===== config.mk =====
export PLATFORM = sky130hd
export DESIGN_NAME = apr_top
export DESIGN_NICKNAME = d
export VERILOG_FILES = /design/src/apr_pkg.sv /design/src/apr_cal_file.sv /design/src/apr_top.sv
export SDC_FILE = /design/constraint.sdc
export NUM_CORES = 1
export LEC_CHECK = 0
export ABC_AREA = 0
export BUFFER_PORTS_ARGS = -buffer_cell sky130_fd_sc_hd__buf_2
export CAP_MARGIN = 20
export CORE_MARGIN = 1
export CORE_UTILIZATION = 30
export CTS_BUF_LIST = sky130_fd_sc_hd__clkbuf_8
export CTS_CLUSTER_SIZE = 40
export DETAILED_ROUTE_END_ITERATION = 7
export GPL_TIMING_DRIVEN = 1
export PLACE_DENSITY = 0.51
export REMOVE_ABC_BUFFERS = 1
export SLEW_MARGIN = 20
export SYNTH_ARGS = -nofsm -noshare
export SYNTH_HDL_FRONTEND = slang
export SYNTH_SLANG_ARGS = --single-unit

===== constraint.sdc =====
create_clock -name CLK_I -period 3.8 [get_ports CLK_I]
set_input_delay 0.19 -clock CLK_I [delete_from_list [all_inputs] [get_ports CLK_I]]
set_output_delay 0.19 -clock CLK_I [all_outputs]
set_load 0.01 [all_outputs]

===== src/apr_pkg.sv =====
package apr_pkg;
    // pin and register widths
    localparam int DW      = 12;              // data line count
    localparam int CW      = 14;              // stored word width
    localparam int WW      = 16;              // host word width
    localparam int BW      = 8;               // byte lane width
    localparam int NCAL    = 10;              // calibration register count
    localparam int CNT_W   = 17;              // phase tick counter width
    // target field of a written word
    localparam int TGT_HI  = 15;
    localparam int TGT_LO  = 14;
    localparam logic [1:0] TGT_TEST = 2'h1;
    localparam logic [1:0] TGT_CAL  = 2'h2;
    localparam logic [1:0] TGT_CTRL = 2'h3;
    // read source codes share the target encoding
    localparam logic [1:0] SRC_RESULT = 2'h0;
    localparam logic [1:0] SRC_TEST   = 2'h1;
    localparam logic [1:0] SRC_CAL    = 2'h2;
    localparam logic [1:0] SRC_STATUS = 2'h3;
    // control word fields
    localparam int B_PWR_HI   = 9;
    localparam int B_PWR_LO   = 8;
    localparam int B_RS_HI    = 7;
    localparam int B_RS_LO    = 6;
    localparam int B_RANGE    = 5;
    localparam int B_SWCONV   = 4;
    localparam int B_CALKIND  = 3;
    localparam int B_CSEL_HI  = 2;
    localparam int B_CSEL_LO  = 1;
    localparam int B_LAUNCH   = 0;
    localparam logic [CW-1:0] CTRL_RST = 14'h0000;
    localparam logic [1:0]    STAT_ONES = 2'h3;  // status bits 7..6
    // calibration select codes
    localparam logic [1:0] CSEL_FULL = 2'h0;
    localparam logic [1:0] CSEL_GO   = 2'h1;
    localparam logic [1:0] CSEL_OFS  = 2'h2;
    localparam logic [1:0] CSEL_GAIN = 2'h3;
    // calibration register indices
    localparam logic [3:0] CIX_GAIN = 4'h0;
    localparam logic [3:0] CIX_OFFS = 4'h1;
    localparam logic [3:0] CIX_LAST = 4'h9;
    // sync vector layout and idle value (strobes high, sleep high)
    localparam int NSY = 7;
    localparam logic [NSY-1:0] SYNC_IDLE = 7'h4F;
    // durations in master clock ticks
    localparam int CONV_TICKS     = 16;
    localparam int CAL_FULL_TICKS = 125013;
    localparam int CAL_OFFS_TICKS = 13899;
    localparam int CAL_GAIN_TICKS = 13899;
    localparam int CAL_DAC_TICKS  = CAL_FULL_TICKS - CAL_OFFS_TICKS - CAL_GAIN_TICKS;
    typedef enum logic [1:0] {PH_IDLE, PH_DAC, PH_GAIN, PH_OFFS} apr_phase_t;
endpackage : apr_pkg


===== src/apr_cal_file.sv =====
`timescale 1ns/10ps
module apr_cal_file #(
    parameter int N = apr_pkg::NCAL,   // register count
    parameter int W = apr_pkg::CW      // stored width
) (
    input  wire logic         clk_i,
    input  wire logic         rst_b_i,
    input  wire logic [1:0]   sel_i,    // calibration select code
    input  wire logic         clr_i,    // pointer back to group start
    input  wire logic         adv_i,    // one access finished
    input  wire logic         we_i,     // store at pointer
    input  wire logic [W-1:0] wdata_i,
    output logic      [W-1:0] rdata_o
);
    logic [W-1:0] mem_r [N];  // coefficient storage
    logic [3:0]   ptr_r;      // access pointer

    // first register of the group chosen by the select code
    function automatic logic [3:0] grp_first(input logic [1:0] s);
        grp_first = (s == apr_pkg::CSEL_OFS) ? apr_pkg::CIX_OFFS : apr_pkg::CIX_GAIN;
    endfunction : grp_first

    // last register of the group
    function automatic logic [3:0] grp_last(input logic [1:0] s);
        case (s)
            apr_pkg::CSEL_FULL: grp_last = apr_pkg::CIX_LAST;
            apr_pkg::CSEL_GO:   grp_last = apr_pkg::CIX_OFFS;
            apr_pkg::CSEL_OFS:  grp_last = apr_pkg::CIX_OFFS;
            default:            grp_last = apr_pkg::CIX_GAIN;
        endcase
    endfunction : grp_last

    ////////////////////////////////////////////////////////////////////
    // pointer: clear wins, wraps to start once the group is done
    always_ff @(posedge clk_i or negedge rst_b_i) begin
        if (!rst_b_i) begin
            ptr_r <= apr_pkg::CIX_GAIN;
        end else if (clr_i) begin
            ptr_r <= grp_first(sel_i);
        end else if (adv_i) begin
            if (ptr_r == grp_last(sel_i)) begin
                ptr_r <= grp_first(sel_i);
            end else begin
                ptr_r <= ptr_r + 4'h1;
            end
        end
    end

    ////////////////////////////////////////////////////////////////////
    // one storage word per index
    for (genvar i = 0; i < N; i++) begin : g_reg
        always_ff @(posedge clk_i or negedge rst_b_i) begin
            if (!rst_b_i) begin
                mem_r[i] <= '0;
            end else if (we_i && ptr_r == 4'(i)) begin
                mem_r[i] <= wdata_i;
            end
        end
    end

    assign rdata_o = mem_r[ptr_r];  // pointer never leaves 0..N-1
endmodule : apr_cal_file


===== src/apr_top.sv =====
// How it works
// - trigger rising edge starts hold and conversion
// - busy rises on trigger fall, clears when done
// - bus ignored unless chip select is low
// - upper byte select chooses byte on lines
// - low byte-select read returns twelve low bits
// - top two word bits pick target register
// - read-select bits pick the read source
// - read source persists; resets to conversion result
// - result read has four leading zero bits
// - power bits with sleep pin pick power-down
// - range bit: unipolar binary or bipolar
// - software start bit self-clears at conversion end
// - calibration kind bit: self or system
// - launch bit starts calibration, self-clears after
// - without launch, select bits address coefficients
// - self calibration sequence per select code
// - system calibration sequence per select code
// - read-only sixteen bit status word
// - status top six zero, then settings
// - status bits seven and six read one
// - status busy bit mirrors activity
// - coefficient pointer advances, control write resets
`timescale 1ns/10ps
module apr_top #(
    parameter int CONV_TICKS     = apr_pkg::CONV_TICKS,
    parameter int CAL_DAC_TICKS  = apr_pkg::CAL_DAC_TICKS,
    parameter int CAL_GAIN_TICKS = apr_pkg::CAL_GAIN_TICKS,
    parameter int CAL_OFFS_TICKS = apr_pkg::CAL_OFFS_TICKS
) (
    input  wire logic                  CLK_I,
    input  wire logic                  RST_B_I,
    input  wire logic                  CONV_TRIG_B_I,
    input  wire logic                  RD_B_I,
    input  wire logic                  WR_B_I,
    input  wire logic                  CS_B_I,
    input  wire logic                  UPPER_BYTE_SEL_I,
    input  wire logic [apr_pkg::DW-1:0] DATA_LINES_I,
    input  wire logic                  MASTER_CLOCK_IN_I,
    input  wire logic                  SLEEP_B_I,
    input  wire logic [apr_pkg::DW-1:0] ADC_RESULT_I,
    output logic      [apr_pkg::DW-1:0] DATA_LINES_O,
    output logic                       DATA_LINES_OE_O,
    output logic                       BUSY_O,
    output logic                       HOLD_O,
    output logic                       RANGE_BIPOLAR_O,
    output logic      [1:0]            POWER_CTL_O,
    output logic                       POWER_DOWN_O,
    output logic                       CAL_SYSTEM_O,
    output apr_pkg::apr_phase_t        CAL_PHASE_O
);
    localparam int DW = apr_pkg::DW;
    localparam int CW = apr_pkg::CW;
    localparam int NS = apr_pkg::NSY + DW;  // synced bits
    localparam logic [NS-1:0] S_IDLE = {apr_pkg::SYNC_IDLE, {DW{1'b0}}};

    ////////////////////////////////////////////////////////////////////
    // pin synchroniser; stage 1 feeds stage 2 only
    logic [NS-1:0] s1_r;   // first stage
    logic [NS-1:0] s2_r;   // usable stage
    logic [NS-1:0] p_r;    // one cycle older, for edges
    always_ff @(posedge CLK_I or negedge RST_B_I) begin
        if (!RST_B_I) begin
            s1_r <= S_IDLE;
            s2_r <= S_IDLE;
            p_r  <= S_IDLE;
        end else begin
            s1_r <= {SLEEP_B_I, MASTER_CLOCK_IN_I, UPPER_BYTE_SEL_I, CS_B_I,
                     WR_B_I, RD_B_I, CONV_TRIG_B_I, DATA_LINES_I};
            s2_r <= s1_r;
            p_r  <= s2_r;
        end
    end

    logic          trig_s, trig_p, rd_s, rd_p, wr_s, wr_p, cs_s, cs_p;
    logic          upper_byte_select_s, upper_byte_select_p, mclk_s, mclk_p, sleep_b_s;
    logic [DW-1:0] data_p;  // data as it stood while the strobe was low
    assign {sleep_b_s, mclk_s, upper_byte_select_s, cs_s, wr_s, rd_s, trig_s} = s2_r[NS-1:DW];
    assign {mclk_p, upper_byte_select_p, cs_p, wr_p, rd_p, trig_p} = p_r[NS-2:DW];
    assign data_p = p_r[DW-1:0];

    // edge events; strobe ends count only with chip select low
    logic trig_rise, trig_fall, wr_done, rd_done, mclk_tick;
    assign trig_rise = trig_s & ~trig_p;
    assign trig_fall = ~trig_s & trig_p;
    assign wr_done   = wr_s & ~wr_p & ~cs_p;
    assign rd_done   = rd_s & ~rd_p & ~cs_p;
    assign mclk_tick = mclk_s & ~mclk_p;

    ////////////////////////////////////////////////////////////////////
    // byte staging: low byte waits for the high byte
    logic [apr_pkg::BW-1:0] stage_r;
    always_ff @(posedge CLK_I or negedge RST_B_I) begin
        if (!RST_B_I) begin
            stage_r <= '0;
        end else if (wr_done && !upper_byte_select_p) begin
            stage_r <= data_p[apr_pkg::BW-1:0];
        end
    end

    logic [apr_pkg::WW-1:0] word;   // assembled host word
    logic [1:0]             tgt;    // its target code
    logic                   word_wr, ctrl_wr, test_wr, cal_wr;
    assign word    = {data_p[apr_pkg::BW-1:0], stage_r};
    assign word_wr = wr_done & upper_byte_select_p;
    assign tgt     = word[apr_pkg::TGT_HI:apr_pkg::TGT_LO];
    assign ctrl_wr = word_wr && tgt == apr_pkg::TGT_CTRL;
    assign test_wr = word_wr && tgt == apr_pkg::TGT_TEST;
    assign cal_wr  = word_wr && tgt == apr_pkg::TGT_CAL;

    ////////////////////////////////////////////////////////////////////
    // control and test registers
    logic [CW-1:0] ctrl_r;      // write-only settings
    logic [CW-1:0] test_r;      // test scratch
    logic          conv_done;   // conversion finishes this cycle
    logic          cal_done;    // calibration finishes this cycle
    logic [1:0]    src;         // read source
    always_ff @(posedge CLK_I or negedge RST_B_I) begin
        if (!RST_B_I) begin
            ctrl_r <= apr_pkg::CTRL_RST;
        end else if (ctrl_wr) begin
            // a fresh write wins over the self-clears below
            ctrl_r <= word[CW-1:0];
        end else begin
            if (conv_done) begin
                ctrl_r[apr_pkg::B_SWCONV] <= 1'b0;
            end
            if (cal_done) begin
                ctrl_r[apr_pkg::B_LAUNCH] <= 1'b0;
            end
        end
    end
    always_ff @(posedge CLK_I or negedge RST_B_I) begin
        if (!RST_B_I) begin
            test_r <= '0;
        end else if (test_wr) begin
            test_r <= word[CW-1:0];
        end
    end
    assign src = ctrl_r[apr_pkg::B_RS_HI:apr_pkg::B_RS_LO];

    ////////////////////////////////////////////////////////////////////
    // conversion: hardware or software start, timed on master clock
    logic                 conv_act_r, cal_act, conv_start, busy_r;
    logic [apr_pkg::CNT_W-1:0] conv_cnt_r;  // shares the phase counter width
    logic [DW-1:0]        result_r;
    assign conv_start = (trig_rise | (ctrl_wr & word[apr_pkg::B_SWCONV]))
                        & ~conv_act_r & ~cal_act;
    assign conv_done  = conv_act_r & mclk_tick & (conv_cnt_r == '0);
    always_ff @(posedge CLK_I or negedge RST_B_I) begin
        if (!RST_B_I) begin
            conv_act_r <= 1'b0;
            conv_cnt_r <= '0;
        end else if (conv_start) begin
            conv_act_r <= 1'b1;
            conv_cnt_r <= apr_pkg::CNT_W'(CONV_TICKS - 1);
        end else if (conv_done) begin
            conv_act_r <= 1'b0;
        end else if (conv_act_r && mclk_tick) begin
            conv_cnt_r <= conv_cnt_r - 1'b1;
        end
    end
    always_ff @(posedge CLK_I or negedge RST_B_I) begin
        if (!RST_B_I) begin
            result_r <= '0;
        end else if (conv_done) begin
            result_r <= ADC_RESULT_I;
        end
    end

    ////////////////////////////////////////////////////////////////////
    // calibration sequencer
    apr_pkg::apr_phase_t    phase_r;
    logic [apr_pkg::CNT_W-1:0] ph_cnt_r;
    logic [2:0]             cal_cfg_r;   // kind and select, held for the run
    logic                   cal_start, ph_end;
    apr_pkg::apr_phase_t    ph_next;
    // first phase for a select code, same order for self and system
    function automatic apr_pkg::apr_phase_t first_ph(input logic [1:0] s);
        case (s)
            apr_pkg::CSEL_FULL: first_ph = apr_pkg::PH_DAC;
            apr_pkg::CSEL_OFS:  first_ph = apr_pkg::PH_OFFS;
            default:            first_ph = apr_pkg::PH_GAIN;
        endcase
    endfunction : first_ph
    // ticks minus one for a phase
    function automatic logic [apr_pkg::CNT_W-1:0] ph_len(input apr_pkg::apr_phase_t p);
        case (p)
            apr_pkg::PH_DAC:  ph_len = apr_pkg::CNT_W'(CAL_DAC_TICKS - 1);
            apr_pkg::PH_GAIN: ph_len = apr_pkg::CNT_W'(CAL_GAIN_TICKS - 1);
            default:          ph_len = apr_pkg::CNT_W'(CAL_OFFS_TICKS - 1);
        endcase
    endfunction : ph_len
    assign cal_act   = phase_r != apr_pkg::PH_IDLE;
    assign cal_start = ctrl_wr & word[apr_pkg::B_LAUNCH] & ~cal_act & ~conv_act_r;
    assign ph_end    = cal_act & mclk_tick & (ph_cnt_r == '0);
    // gain-only ends after gain; every other gain goes on to offset
    always_comb begin
        case (phase_r)
            apr_pkg::PH_DAC:  ph_next = apr_pkg::PH_GAIN;
            apr_pkg::PH_GAIN: ph_next = (cal_cfg_r[1:0] == apr_pkg::CSEL_GAIN)
                                        ? apr_pkg::PH_IDLE : apr_pkg::PH_OFFS;
            default:          ph_next = apr_pkg::PH_IDLE;
        endcase
    end
    assign cal_done = ph_end && ph_next == apr_pkg::PH_IDLE;
    always_ff @(posedge CLK_I or negedge RST_B_I) begin
        if (!RST_B_I) begin
            phase_r   <= apr_pkg::PH_IDLE;
            ph_cnt_r  <= '0;
            cal_cfg_r <= '0;
        end else if (cal_start) begin
            phase_r   <= first_ph(word[apr_pkg::B_CSEL_HI:apr_pkg::B_CSEL_LO]);
            ph_cnt_r  <= ph_len(first_ph(word[apr_pkg::B_CSEL_HI:apr_pkg::B_CSEL_LO]));
            cal_cfg_r <= word[apr_pkg::B_CALKIND:apr_pkg::B_CSEL_LO];
        end else if (ph_end) begin
            phase_r  <= ph_next;
            ph_cnt_r <= ph_len(ph_next);
        end else if (cal_act && mclk_tick) begin
            ph_cnt_r <= ph_cnt_r - 1'b1;
        end
    end
    // busy: set on trigger fall or any start, dropped at the end
    always_ff @(posedge CLK_I or negedge RST_B_I) begin
        if (!RST_B_I) begin
            busy_r <= 1'b0;
        end else begin
            busy_r <= (busy_r & ~(conv_done | cal_done))
                      | trig_fall | conv_start | cal_start;
        end
    end

    ////////////////////////////////////////////////////////////////////
    // coefficient storage; select bits address it with or without launch
    logic [CW-1:0] cal_rd;
    logic          cal_adv;
    logic [1:0]    csel_now;   // new code, so a control write restarts in the new group
    assign cal_adv = cal_wr | (rd_done & upper_byte_select_p & (src == apr_pkg::SRC_CAL));
    assign csel_now = ctrl_wr ? word[apr_pkg::B_CSEL_HI:apr_pkg::B_CSEL_LO]
                              : ctrl_r[apr_pkg::B_CSEL_HI:apr_pkg::B_CSEL_LO];
    apr_cal_file u_cal (
        .clk_i   (CLK_I),
        .rst_b_i (RST_B_I),
        .sel_i   (csel_now),
        .clr_i   (ctrl_wr),
        .adv_i   (cal_adv),
        .we_i    (cal_wr),
        .wdata_i (word[CW-1:0]),
        .rdata_o (cal_rd)
    );

    ////////////////////////////////////////////////////////////////////
    // read path: data registered, enable follows synced strobes
    logic [apr_pkg::WW-1:0] stat_w, rd_word;
    logic [DW-1:0]          dout_r;
    assign stat_w = {6'h00, ctrl_r[apr_pkg::B_PWR_HI:apr_pkg::B_PWR_LO],
                     apr_pkg::STAT_ONES, ctrl_r[apr_pkg::B_RANGE],
                     busy_r, ctrl_r[apr_pkg::B_CALKIND:apr_pkg::B_LAUNCH]};
    always_comb begin
        case (src)
            apr_pkg::SRC_RESULT: rd_word = {4'h0, result_r};
            apr_pkg::SRC_TEST:   rd_word = {2'h0, test_r};
            apr_pkg::SRC_CAL:    rd_word = {2'h0, cal_rd};
            default:             rd_word = stat_w;
        endcase
    end
    always_ff @(posedge CLK_I or negedge RST_B_I) begin
        if (!RST_B_I) begin
            dout_r <= '0;
        end else if (upper_byte_select_s) begin
            dout_r <= {4'h0, rd_word[apr_pkg::WW-1:apr_pkg::BW]};
        end else begin
            dout_r <= rd_word[DW-1:0];
        end
    end
    assign DATA_LINES_O    = dout_r;
    assign DATA_LINES_OE_O = ~cs_s & ~rd_s;

    ////////////////////////////////////////////////////////////////////
    // settings and power state toward the converter
    logic pd_r;
    always_ff @(posedge CLK_I or negedge RST_B_I) begin
        if (!RST_B_I) begin
            pd_r <= 1'b0;
        end else begin
            case (ctrl_r[apr_pkg::B_PWR_HI:apr_pkg::B_PWR_LO])
                2'h0:    pd_r <= ~sleep_b_s;
                2'h1:    pd_r <= 1'b1;
                2'h2:    pd_r <= ~busy_r;
                default: pd_r <= ~busy_r & ~sleep_b_s;
            endcase
        end
    end
    assign BUSY_O          = busy_r;
    assign HOLD_O          = conv_act_r;
    assign RANGE_BIPOLAR_O = ctrl_r[apr_pkg::B_RANGE];
    assign POWER_CTL_O     = ctrl_r[apr_pkg::B_PWR_HI:apr_pkg::B_PWR_LO];
    assign POWER_DOWN_O    = pd_r;
    assign CAL_SYSTEM_O    = cal_cfg_r[2];
    assign CAL_PHASE_O     = phase_r;
endmodule : apr_top


# ---- Yosys cells after proc, flatten, opt, wreduce, memory -nomap -nowiden
# Index checks and enable logic that the tools add are counted.
# Widths: inputs -> output; s select.
dict set report op_classes {
  n_mux 32
  mul 0
  div 0
  n_lt_le_gt_ge 1
  n_eq_ne 26
  shift 0
  bitwise_logic 43
  addsub 3
  reduce_logical 35
}
# op count
set op_table {}
lappend op_table {{$mux 17} 8}
lappend op_table {{$bmux 14 s4} 1}
lappend op_table {{$pmux 14 s3} 1}
lappend op_table {{$logic_not 17->1} 2}
lappend op_table {{$sub 17x1->17 const B} 2}
lappend op_table {{$mux 14} 2}
lappend op_table {{$and 1x1->1} 23}
lappend op_table {{$mux 4} 5}
lappend op_table {{$logic_and 1x1->1} 17}
lappend op_table {{$eq 2x2->1 const B} 8}
lappend op_table {{$eq 4x3->1 const B} 4}
lappend op_table {{$eq 2x1->1 const B} 7}
lappend op_table {{$not 1->1} 13}
lappend op_table {{$mux 12} 1}
lappend op_table {{$reduce_bool 2->1} 6}
lappend op_table {{$logic_not 2->1} 5}
lappend op_table {{$mux 2} 5}
lappend op_table {{$eq 4x2->1 const B} 2}
lappend op_table {{$eq 4x4->1 const B} 2}
lappend op_table {{$pmux 2 s2} 2}
lappend op_table {{$pmux 4 s2} 1}
lappend op_table {{$or 1x1->1} 6}
lappend op_table {{$ge 5x5->1 const B} 1}
lappend op_table {{$mux 1} 5}
lappend op_table {{11 further kinds} 11}
dict set report totals {
  reg_bits 297
  mem_bits_ro 0
  out_inout_bits 22
  latch_bits 0
  ram_bits 0
  mem_count 0
  inputBits 33
}

# ---- Logic depth before layout (Yosys ltp)
dict set report logic_depth {
  depth_word 15
  ltp_mapped 9
}

# ---- Cells and area by module
# A second synthesis with hierarchy kept.
dict set report hier_totals {
  cells_unflattened 912
  area_unflattened_um2 12953.7
}
# module area_each_um2 n_inst cells_per_inst
set by_module_without_submodules {}
lappend by_module_without_submodules {apr_cal_file 6970.4 1 443}
lappend by_module_without_submodules {apr_top 5983.2 1 469}

# ---- Worst setup path after synthesis
# OpenSTA, ideal clock, no wires.
dict set report synth_path {
  path_kind {reg2reg}
  from {register u_cal.ptr_r[0]}
  to {register u_cal.mem_r[17] in the netlist's numbering}
  path_buffers 4
  stages_incl_launch_ff 9
  setup_ns 0.125
  required_time_ns 3.675
  slack_ns 1.095
  arrival_time_ns 2.580
  path_cell_list {dfrtp_1 buf_2 clkbuf_1 buf_2 inv_1 ha_1 nand3_1 clkbuf_1 mux2_2}
}
dict set report synth_via {
  elab_chain_cells 2
}
# element line
set synth_rtl {}
lappend synth_rtl {{start, declared} apr_cal_file.sv:16} ;# logic [3:0] ptr_r;
lappend synth_rtl {{start signal, assigned} apr_cal_file.sv:37} ;# ptr_r <= apr_pkg::CIX_GAIN;
lappend synth_rtl {{start signal, assigned} apr_cal_file.sv:39} ;# ptr_r <= grp_first(sel_i);
lappend synth_rtl {{start signal, assigned} apr_cal_file.sv:42} ;# ptr_r <= grp_first(sel_i);
lappend synth_rtl {{$eq 4x4->1} apr_cal_file.sv:55} ;# end else if (we_i && ptr_r == 4'(i)) begin
lappend synth_rtl {{$logic_and 1x1->1} apr_cal_file.sv:55}
lappend synth_rtl {{end signal, assigned by index} apr_cal_file.sv:56} ;# mem_r[i] <= wdata_i;
lappend synth_rtl {{end, declared} apr_cal_file.sv:15} ;# logic [W-1:0] mem_r [N];
# Every way passes these cells.
# A chain may end at the register's enable or synchronous reset.

# ---- Final worst setup path
dict set report layout_path {
  from {register conv_cnt_r[5] in the netlist's numbering}
  to {register result_r[7]}
}
dict set report layout_via {
  elab_chain_cells 2
}
# element line
set layout_rtl {}
lappend layout_rtl {{start, declared} apr_top.sv:145} ;# logic [apr_pkg::CNT_W-1:0] conv_cnt_r;
lappend layout_rtl {{start signal, assigned} apr_top.sv:156} ;# conv_cnt_r <= apr_pkg::CNT_W'(CONV_TICKS - 1);
lappend layout_rtl {{start signal, assigned} apr_top.sv:160} ;# conv_cnt_r <= conv_cnt_r - 1'b1;
lappend layout_rtl {{$logic_not 17->1} apr_top.sv:149} ;# assign conv_done = conv_act_r & mclk_tick & (conv_cnt_r == '0);
lappend layout_rtl {{$and 1x1->1} apr_top.sv:149}
lappend layout_rtl {{end signal, assigned} apr_top.sv:165} ;# result_r <= '0;
lappend layout_rtl {{end signal, assigned} apr_top.sv:167} ;# result_r <= ADC_RESULT_I;
lappend layout_rtl {{end, declared} apr_top.sv:146} ;# logic [DW-1:0] result_r;
# Every way passes these cells.

==> impl_metrics.json <==
{
  "drc": 0,
  "antenna_cells": 0,
  "hold_violations": 0,
  "max_clock_freq_mhz": 356,
  "clock_path_buffers": 3,
  "ys.flop_type": "dfrtp_1",
  "die_area_um2": 43100,
  "cts_resized": 0,
  "drt_wl_total_um": 30400,
  "syn2layout_area_growth_pct": 18.1,
  "globalplace.congestion": 0.804,
  "outcome": "completed",
  "firstDrtPassIters": 4,
  "slew_headroom": 0.363,
  "row_count": 74,
  "die_x_um": 208,
  "grt_pass1_wl_um": 48900,
  "leakage_nw": 6.99,
  "worstMarginPinSlew_ps": 953,
  "nets": 1110,
  "worstReg2RegEnd": "result_r[7]",
  "path_clk_slew_ps": 60,
  "swShare": 0.313,
  "layout_common_cells": "dfrtp_1 (270), mux2_2 (187), clkbuf_8 (68)",
  "port_buffers": 50,
  "root_buffer": "clkbuf_8",
  "internal_power_mw": 6.03,
  "rrSetupSlack_ps": 990,
  "start_util": 0.307,
  "synth_area_um2": 12700,
  "drv_cap": 0,
  "gr-usage-all-layers": 0.143,
  "core-area_um2": 41300,
  "seqPwrFrac": 0.446,
  "worstHoldEndpoint": "s1_r[17]",
  "tns_ps": 0,
  "drt-initial-drc-count": 432,
  "switchingPower_mw": 2.75,
  "via_count": 8092,
  "arrival_ps": 3270,
  "busiest_layer": "met2",
  "vias_per_cell": 4.94,
  "cts_setup_buffers": 0,
  "tritoncts": "yes",
  "overflow": 0,
  "rsz0062_at_grt": "no",
  "clock_skew_ps": 34.3,
  "final_antenna_net_count": 0,
  "synth_edf_count": 0,
  "synth.distinct_cells": 67,
  "startpoint_type": "flip-flop",
  "use_met3": 0.0278,
  "pwr-share-clk": 0.343,
  "layout_commonest_cell": "dfrtp_1",
  "power.total_mw": 8.78,
  "clkLatencyLatePin_ps": 600,
  "antenna_found_initial": 1,
  "min_period_ps": 2810,
  "hp-start": "MASTER_CLOCK_IN_I",
  "synth_warnings": 0,
  "ys_ff_latch": 285,
  "ys_seq_area_frac": 0.563,
  "numCtsBuffers": 52,
  "synthArstFlopShare": 1.00,
  "hp-class": "primary input to flip-flop",
  "htree_levels": 2,
  "worstSetupPathType": "flip-flop to flip-flop",
  "critPathMaxFanout": 15,
  "post-route-period-util": 0.739,
  "dieHeight_um": 208,
  "clock_sinks": 285,
  "p_per_area_nw_per_um2": 585,
  "reg2reg_from": "conv_cnt_r[5]",
  "combPwrFrac": 0.211,
  "reg2reg_depth": 4,
  "grt_max_degree": 111,
  "use_met2": 0.230,
  "synth_area_per_cell_um2": 13.1,
  "max-vdd-ir-drop_v": 0.000202,
  "synth_cells": 971,
  "worstPathRequired_ps": 4260,
  "endpoint_kind": "flip-flop",
  "ioPinCount": 55,
  "wl_per_cell_um": 18.6,
  "finalSetupViolCount": 0,
  "drv_slew": 0,
  "place_hpwl_um": 19300,
  "drive_above_1_share": 0.369,
  "grtUsageMet1": 0.196,
  "hold_depth": 2,
  "grt_pass1_vias": 8488
}
-- sequential cells by signal, summed over array words and instances, names as in the netlist, 2 cells and up --
name and cells:
CAL_PHASE_O 2, DATA_LINES_O 12, cal_cfg_r 3, conv_cnt_r 17, ctrl_r 9, p_r 14, ph_cnt_r 17, result_r 12
s1_r 15, s2_r 15, stage_r 8, test_r 14, u_cal.mem_r 140, u_cal.ptr_r 4
-- worst max-delay path by stage --
stage	start	endpoint	slack, ps	cells past startpoint
after CTS	conv_cnt_r[5]	result_r[7]	940	4
after floorplan	u_cal.ptr_r[0]	u_cal.mem_r[28]	20	4
after detailed placement	conv_cnt_r[5]	result_r[6]	970	4
after global placement	conv_cnt_r[5]	result_r[10]	980	4
after global routing	conv_cnt_r[5]	result_r[6]	790	4
final	conv_cnt_r[5]	result_r[7]	990	4
-- cell usage after synthesis (8+ instances only) --
| library cell | count | area, um^2 |
|---|---|---|
| dfrtp_1 | 271 | 6780 |
| buf_2 | 11 | 55.1 |
| o21ai_0 | 25 | 125 |
| nand3_1 | 16 | 80.1 |
| mux2_2 | 187 | 2110 |
| mux2i_1 | 29 | 290 |
| nor4_1 | 11 | 68.8 |
| nor2_1 | 39 | 146 |
| nand2_1 | 58 | 218 |
| nor3_1 | 23 | 115 |
| inv_1 | 12 | 45.0 |
| o22ai_1 | 8 | 50.1 |
| ha_1 | 11 | 138 |
| dfstp_2 | 14 | 368 |
| clkbuf_1 | 45 | 169 |
| a21oi_1 | 36 | 180 |
| mux4_2 | 28 | 631 |
-- kinds of logic (layout without fill, tap and decap cells) --
| family | count (synthesis) | count (layout) | share of synthesized area |
|---|---|---|---|
| buf+inv | 81 | 216 | 0.0263 |
| fa+ha+maj | 11 | 11 | 0.0108 |
| compound gates | 135 | 135 | 0.0698 |
| xor+xnor | 6 | 6 | 0.00414 |
| flops | 285 | 285 | 0.563 |
| simple gates | 209 | 209 | 0.0871 |
| mux | 244 | 244 | 0.238 |
-- area by class of cell --
type                       count  area (um^2)
fill                        4035        26300
sequential                   285         7150
multi-input combinational    605         5220
clock buffer                  68          936
timing repair buffer         108          791
tap                          532          666
clock inverter                26          170
inverter                      14         52.6
-- per-layer routing --
metal / part of all wire / vias to the layer above / wire [um]
li1: - / 3765 / -
met1: 0.48 / 4113 / 14400
met2: 0.46 / 171 / 14000
met3: 0.043 / 43 / 1310
met4: 0.020 / 0 / 617
met5: 0 / - / 0
-- metrics by stage --
step	hold slack, ps	instances	setup WS, ps	utilization	cell area (um^2)
final	241	1638	992	0.363	15000
after global routing	202	1638	786	0.363	15000
after CTS	193	1638	943	0.363	15000
after detailed placement	298	1516	970	0.329	13600
after global placement	297	1516	976	0.329	13600
after floorplan	-106	904	20.6	-	12400
-- worst max-delay path, stage by stage, from the launching register on --
cell and delay (ps):
dfrtp_1 420, or4_1 640, or4_4 570, nor3_4 630
mux2_2 410
-- what timing repair did --
| action | in CTS | in global routing |
|---|---|---|
| hold buffers | 28 | 0 |
| setup endpoints to repair | 0 | 0 |
| endpoints found under the hold margin | 132 | 0 |
-- power groups by stage --
stage	Sequential, mW	Clock, mW	Combinational [mW]
2_1_floorplan	3.90	0	1.19
3_3_place_gp	3.97	0	1.82
3_5_place_dp	3.96	0	1.85
4_1_cts	3.92	3.13	1.87
5_1_grt	3.99	3.28	2.05
6_report	3.92	3.01	1.85
Note: power is estimated with default switching activity, not from simulation.
